### config.mk
export PLATFORM = sky130hd
export DESIGN_NAME = tic_top
export DESIGN_NICKNAME = d
export VERILOG_FILES = /design/src/tic_pkg.sv /design/src/tic_top.sv
export SDC_FILE = /design/constraint.sdc
export NUM_CORES = 1
export LEC_CHECK = 0
export BUFFER_PORTS_ARGS = -buffer_cell sky130_fd_sc_hd__buf_4
export CORE_UTILIZATION = 62
export DETAILED_ROUTE_END_ITERATION = 10
export GPL_TIMING_DRIVEN = 1
export PLACE_DENSITY = 0.89
export SLEW_MARGIN = 20
export SYNTH_ARGS = -nofsm -noshare
export SYNTH_HDL_FRONTEND = slang
export SYNTH_SLANG_ARGS = --single-unit
### constraint.sdc
create_clock -name clk -period 9.7 [get_ports clk]
set_input_delay 2.425 -clock clk [delete_from_list [all_inputs] [get_ports clk]]
set_output_delay 2.425 -clock clk [all_outputs]
set_load 0.01 [all_outputs]
### src/tic_pkg.sv
// terminal i/o conditioning package: constants, codes and config structs
// Operation
// - Output terminals 11 to 15 and the relay output each have own on and off delays of 0.0 to 100.0 s, default 0.0.
// - Six logic output signals each take two independently selected sources, selection codes defaulting to 00.
// - A logic output signal may not select any of the six logic output signals as a source.
// - Each logic output signal combines its sources with 00 AND, 01 OR, 02 XOR, default AND.
// - Eight multi-function inputs and the forward-run input each have a response time of 0 to 200 x 2 ms, default 1.
package tic_pkg;
  localparam int CLK_HZ = 50_000_000;
  localparam int RESP_UNIT_US = 2000;
  localparam int DLY_UNIT_MS = 100;
  localparam int RESP_TICK_CYCLES = CLK_HZ / 1_000_000 * RESP_UNIT_US;
  localparam int DLY_TICK_CYCLES = CLK_HZ / 1000 * DLY_UNIT_MS;

  localparam int N_IN = 9;
  localparam int FWD_IDX = 8;
  localparam int N_LOGIC = 6;
  localparam int N_DLY = 6;
  localparam int RELAY_IDX = 5;

  localparam int RESP_W = 8;
  localparam logic [RESP_W-1:0] RESP_MAX = 8'hC8;
  localparam logic [RESP_W-1:0] RESP_RST = 8'h01;

  localparam int DLY_W = 10;
  localparam logic [DLY_W-1:0] DLY_MAX = 10'h3E8;
  localparam logic [DLY_W-1:0] DLY_RST = 10'h000;

  localparam int SEL_W = 7;
  localparam logic [SEL_W-1:0] SEL_RST = 7'h00;

  typedef enum logic [1:0] {
    TIC_OP_AND = 2'h0,
    TIC_OP_OR = 2'h1,
    TIC_OP_XOR = 2'h2
  } tic_op_t;

  typedef struct packed {
    logic [SEL_W-1:0] sel1;
    logic [SEL_W-1:0] sel2;
    logic [1:0] op;
  } tic_logic_cfg_t;

  typedef struct packed {
    logic [DLY_W-1:0] on_dly;
    logic [DLY_W-1:0] off_dly;
  } tic_dly_cfg_t;
endpackage : tic_pkg

### src/tic_top.sv
// terminal i/o conditioning: input filters, combined logic outputs, output delays
`timescale 1ns/1ps
module tic_top #(
  parameter int RESP_TICK = tic_pkg::RESP_TICK_CYCLES,
  parameter int DLY_TICK = tic_pkg::DLY_TICK_CYCLES,
  parameter int N_SRC = 64,
  parameter int LOGIC_CODE_FIRST = 33
) (
  input wire logic clk,
  input wire logic sys_rst,
  input wire logic [tic_pkg::N_IN-1:0] in_raw,
  input wire logic [tic_pkg::N_IN-1:0][tic_pkg::RESP_W-1:0] resp_time,
  input wire logic [N_SRC-1:0] func_src,
  input wire tic_pkg::tic_logic_cfg_t [tic_pkg::N_LOGIC-1:0] logic_cfg,
  input wire logic [tic_pkg::N_DLY-1:0] dly_src,
  input wire tic_pkg::tic_dly_cfg_t [tic_pkg::N_DLY-1:0] dly_cfg,
  output logic [tic_pkg::N_IN-1:0] in_filt_ff,
  output logic [tic_pkg::N_LOGIC-1:0] combined_logic_outputs_ff,
  output logic [tic_pkg::N_DLY-1:0] term_out_ff
);
  import tic_pkg::*;

  localparam int RT_W = $clog2(RESP_TICK + 1);
  localparam int DT_W = $clog2(DLY_TICK + 1);

  logic [RT_W-1:0] resp_div_ff;
  logic [DT_W-1:0] dly_div_ff;
  logic resp_tick_ff;
  logic dly_tick_ff;

  // 2 ms time base for the input filters
  always_ff @(posedge clk)
  begin
    if (sys_rst)
    begin
      resp_div_ff <= '0;
      resp_tick_ff <= 1'b0;
    end
    else if (resp_div_ff == RT_W'(RESP_TICK - 1))
    begin
      resp_div_ff <= '0;
      resp_tick_ff <= 1'b1;
    end
    else
    begin
      resp_div_ff <= resp_div_ff + RT_W'(1);
      resp_tick_ff <= 1'b0;
    end
  end

  // 0.1 s time base for the output delays
  always_ff @(posedge clk)
  begin
    if (sys_rst)
    begin
      dly_div_ff <= '0;
      dly_tick_ff <= 1'b0;
    end
    else if (dly_div_ff == DT_W'(DLY_TICK - 1))
    begin
      dly_div_ff <= '0;
      dly_tick_ff <= 1'b1;
    end
    else
    begin
      dly_div_ff <= dly_div_ff + DT_W'(1);
      dly_tick_ff <= 1'b0;
    end
  end

  // input response filters
  genvar gi;
  generate
    for (gi = 0; gi < N_IN; gi++)
    begin : g_in
      logic [RESP_W-1:0] cnt_ff;
      logic [RESP_W-1:0] lim;
      logic differ;

      // settings above the range act as the top of the range
      always_comb
      begin
        if (resp_time[gi] > RESP_MAX)
        begin
          lim = RESP_MAX;
        end
        else
        begin
          lim = resp_time[gi];
        end
      end
      assign differ = in_raw[gi] != in_filt_ff[gi];

      always_ff @(posedge clk)
      begin
        if (sys_rst)
        begin
          cnt_ff <= '0;
          in_filt_ff[gi] <= 1'b0;
        end
        else if (!differ)
        begin
          cnt_ff <= '0;
        end
        else if (cnt_ff >= lim)
        begin
          in_filt_ff[gi] <= in_raw[gi];
          cnt_ff <= '0;
        end
        else if (resp_tick_ff)
        begin
          cnt_ff <= cnt_ff + RESP_W'(1);
        end
      end
    end
  endgenerate

  function automatic logic pick_src(input logic [SEL_W-1:0] sel, input logic [N_SRC-1:0] src);
    int idx;
    idx = int'(sel);
    pick_src = 1'b0;
    // codes of the combined outputs themselves are refused and read as inactive
    if (idx >= LOGIC_CODE_FIRST && idx < LOGIC_CODE_FIRST + N_LOGIC)
    begin
      pick_src = 1'b0;
    end
    else if (idx < N_SRC)
    begin
      pick_src = src[idx];
    end
  endfunction : pick_src

  // combined logic outputs
  genvar gl;
  generate
    for (gl = 0; gl < N_LOGIC; gl++)
    begin : g_log
      logic a;
      logic b;
      logic nxt_val;

      assign a = pick_src(logic_cfg[gl].sel1, func_src);
      assign b = pick_src(logic_cfg[gl].sel2, func_src);

      always_comb
      begin
        unique case (logic_cfg[gl].op)
          TIC_OP_AND: nxt_val = a & b;
          TIC_OP_OR: nxt_val = a | b;
          TIC_OP_XOR: nxt_val = a ^ b;
          default: nxt_val = 1'b0;
        endcase
      end

      always_ff @(posedge clk)
      begin
        if (sys_rst)
        begin
          combined_logic_outputs_ff[gl] <= 1'b0;
        end
        else
        begin
          combined_logic_outputs_ff[gl] <= nxt_val;
        end
      end
    end
  endgenerate

  // on and off delays of output terminals 11 to 15 and the relay
  genvar gd;
  generate
    for (gd = 0; gd < N_DLY; gd++)
    begin : g_dly
      logic [DLY_W-1:0] cnt_ff;
      logic [DLY_W-1:0] sel_dly;
      logic [DLY_W-1:0] lim;
      logic differ;

      // the delay is chosen by the level the output is heading for
      always_comb
      begin
        if (dly_src[gd])
        begin
          sel_dly = dly_cfg[gd].on_dly;
        end
        else
        begin
          sel_dly = dly_cfg[gd].off_dly;
        end
      end

      // settings above the range act as the top of the range
      always_comb
      begin
        if (sel_dly > DLY_MAX)
        begin
          lim = DLY_MAX;
        end
        else
        begin
          lim = sel_dly;
        end
      end
      assign differ = dly_src[gd] != term_out_ff[gd];

      always_ff @(posedge clk)
      begin
        if (sys_rst)
        begin
          cnt_ff <= '0;
          term_out_ff[gd] <= 1'b0;
        end
        else if (!differ)
        begin
          cnt_ff <= '0;
        end
        else if (cnt_ff >= lim)
        begin
          term_out_ff[gd] <= dly_src[gd];
          cnt_ff <= '0;
        end
        else if (dly_tick_ff)
        begin
          cnt_ff <= cnt_ff + DLY_W'(1);
        end
      end
    end
  endgenerate
endmodule : tic_top

==> flow_summary.ini <==
[synth]
synth-xor-area-share_pct = 7.65
yosys_warnings = 0
syn-cell-area_sq_um = 19200
ys.flop_type = dfxtp_1
synth_cells = 2061
avgSynthCellArea_sq_um = 9.33
ys_seq_area_share_pct = 20.3
synth_area_leaders = mux4_2 (22%), dfxtp_1 (20%), ha_1 (10%)
synth_top_area_share_pct = 22.2
yosys-mux-area-fraction_pct = 29.0
synth_compound_area_share_pct = 10.3
synth_fa_ha_area_share_pct = 10.5
synthArstFlopShare_pct = 0
synth_top_family_by_area = multiplexers
synthDistinctLibCells = 55
synth-simple-area-share_pct = 17.6
yosysTopAreaCell = mux4_2
synth_edf_count = 0
syn-num-nets = 2591
synth_seq_cells = 195

[clock_tree]
postCtsSetupBuffers = 0
tritoncts = yes
cts_resized = 0
clock_sinks = 195
clock_path_buffers = 2
cts_buffers = 17
cts_root_buffer = clkbuf_16
insertion_delay_ns = 0.45
htreeDepth = 4
clk_pin_slew_ns = 0.08
ctsHoldBuffers = 0

[drt]
wl_per_cell_um = 21.7
wl_um = 59200
drt.antenna.violating_nets = 0
num_vias = 18195
drt-initial-drc-count = 2333
first_pass_iters = 8
drc = 0
viasPerCell = 6.67

[sta]
rsz0062_at_grt = no
finClkSkew_ns = 0.0146
fmax_ghz = 0.214
slew_headroom_pct = 33.5
setup_viol = 0
min_period_over_period_pct = 48.3
timing.final.ws_setup_ns = 5.02
drv_slew = 0
finalCriticalPeriod_ns = 4.68
tns_ns = 0
tightestPinTransition_ns = 0.997
final_hold_viol_count = 0

[global_route]
grt_overflow_total = 0
first_global_vias = 18017
grt_max_degree = 52
grt_pass1_wl_um = 91500
antenna_found_initial = 4
track_usage_pct = 37.2

[cells_and_area]
drive_gt1_share_pct = 27.7
syn2layout_area_growth_pct = 17.2
final_nets = 2844
n_fill_cell = 2101
fin_util_pct = 73.7

[worst_setup_path]
slowest_delay_ns = 0.53
worstPathCellList = buf_4, o31a_1, o311ai_0, and2_1, ha_1, nand2b_1, a21o_1, a21oi_1, o21ai_0, a311o_1, nor2_1
cp_slowest_cell = o311ai_0
arrival_ns = 5.05
path_class = in2reg
worstReg2RegStart = g_in[6].cnt_ff[0]$_SDFFE_PP0P_
cp.required_ns = 10.07
cp-start-kind = primary input
cp-endpoint = g_in[8].cnt_ff[2]$_SDFFE_PP0P_
rrSetupSlack_ns = 7.54
cp-end-kind = register
r2r_end = g_in[6].cnt_ff[3]$_SDFFE_PP0P_
reg2reg_depth = 8
worstPathMaxFanout = 8
crit_start = resp_time[64]

[placed_design]
dp_hpwl_um = 41700
place_congestion = 1.01
dpl_worst_slack_ns = 4.58
place.port_buffers = 389

[pwr]
ir_drop_mv = 0.114
p_total_mw = 2.14
power_density_nw_per_um2 = 95.0
power.leakage_nw = 9.53

[flow_run]
max_cap_violations = 0

[die]
start_util_pct = 62.9
num_rows = 64
die_x_um = 178
dieArea_sq_um = 31700
core_sq_um = 30600
die_y_um = 178
pin_count = 390

[worst_hold_path]
min_path_cells = 1
hp-class = reg2reg

[status]
status = completed
sequential cells by signal (all words and copies together) (netlist names):
register and cells:
dly_div_ff 23, combined_logic_outputs_ff 6, in_filt_ff 9, resp_div_ff 17, dly_tick_ff 1, g_dly.cnt_ff 60, g_in.cnt_ff 72, resp_tick_ff 1
term_out_ff 6
cell usage after synthesis, types with 27 or more instances:
cell type and instances:
a21oi_1 64, o21ai_0 40, nand3_1 53, mux4_2 190, xnor2_1 55, o21a_1 29
nand4_1 44, ha_1 161, mux2i_1 104, nand2b_1 47, nor2_1 242, xor2_1 113
inv_1 59, dfxtp_1 195, buf_2 27, a21o_1 29, and3_1 31, nand2_1 191
clkbuf_1 105
cell families after synthesis:
kind of cell | Yosys count
buffers and inverters | 215
adders and majority gates | 161
xor gates and xnor gates | 168
muxes | 317
DFF | 195
AOI/OAI and AO/OA | 290
and+or+nand+nor | 715
power by group:
part	total (mW)	internal (mW)	switching [mW]
logic	0.646	0.333	0.314
clock network	0.687	0.345	0.343
registers	0.807	0.804	0.00275
final cells by class:
cell class	count	area, sq um	area share [%]
Multi-Input combinational cell	1651	14400	64.0
Antenna cell	4	10.0	0.0444
Inverter	59	221	0.983
Sequential cell	195	3910	17.3
Tap cell	396	495	2.20
Clock inverter	13	115	0.511
Clock buffer	19	443	1.97
Timing Repair Buffer	390	2930	13.0
through the flow:
| stage | instances | area (sq um) | hold slack (ns) |
|---|---|---|---|
| after floorplan | 2061 | 19200 | 0.413 |
| after global placement | 2691 | 22000 | 0.424 |
| after detailed placement | 2691 | 22000 | 0.440 |
| after CTS | 2723 | 22500 | 0.457 |
| after global routing | 2726 | 22500 | 0.475 |
| final | 2727 | 22500 | 0.452 |
layout by cell type, fill, tap and decap left out, drive strengths merged, types with 47 or more instances in the layout:
cell type,Yosys,final
a21oi,64,64
buf,51,390
dfxtp,195,195
ha,161,161
inv,59,66
mux2i,104,104
mux4,190,190
nand2,191,191
nand2b,47,47
nand3,53,53
nor2,242,242
xnor2,55,55
xor2,113,113
worst min path at each step:
stage / slack (ns) / endpoint / from
2_1_floorplan: 0.41 / dly_div_ff[0]$_SDFF_PP0_ / dly_div_ff[0]$_SDFF_PP0_
3_3_place_gp: 0.42 / dly_div_ff[0]$_SDFF_PP0_ / dly_div_ff[0]$_SDFF_PP0_
3_5_place_dp: 0.44 / dly_div_ff[0]$_SDFF_PP0_ / dly_div_ff[0]$_SDFF_PP0_
4_1_cts: 0.46 / dly_div_ff[0]$_SDFF_PP0_ / dly_div_ff[0]$_SDFF_PP0_
5_1_grt: 0.47 / dly_div_ff[0]$_SDFF_PP0_ / dly_div_ff[0]$_SDFF_PP0_
6_report: 0.45 / dly_div_ff[0]$_SDFF_PP0_ / dly_div_ff[0]$_SDFF_PP0_
critical path: cells and delay by family:
family,cells,cell delay (ns)
buf+inv,1,0.11
compound gates,6,1.77
fa+ha+maj,1,0.21
simple gates,3,0.53
metal layers:
metal	vias up	wire length (um)	global-route usage (%)	share of wire, %
met3	322	7650	11.8	13
met2	1254	27000	59.7	46
met1	8462	21000	43.8	35
met4	2	3540	21.2	6.0
li1	8155	-	-	-
met5	-	61	0.641	0.10
Note: power is estimated with default switching activity, not from simulation.
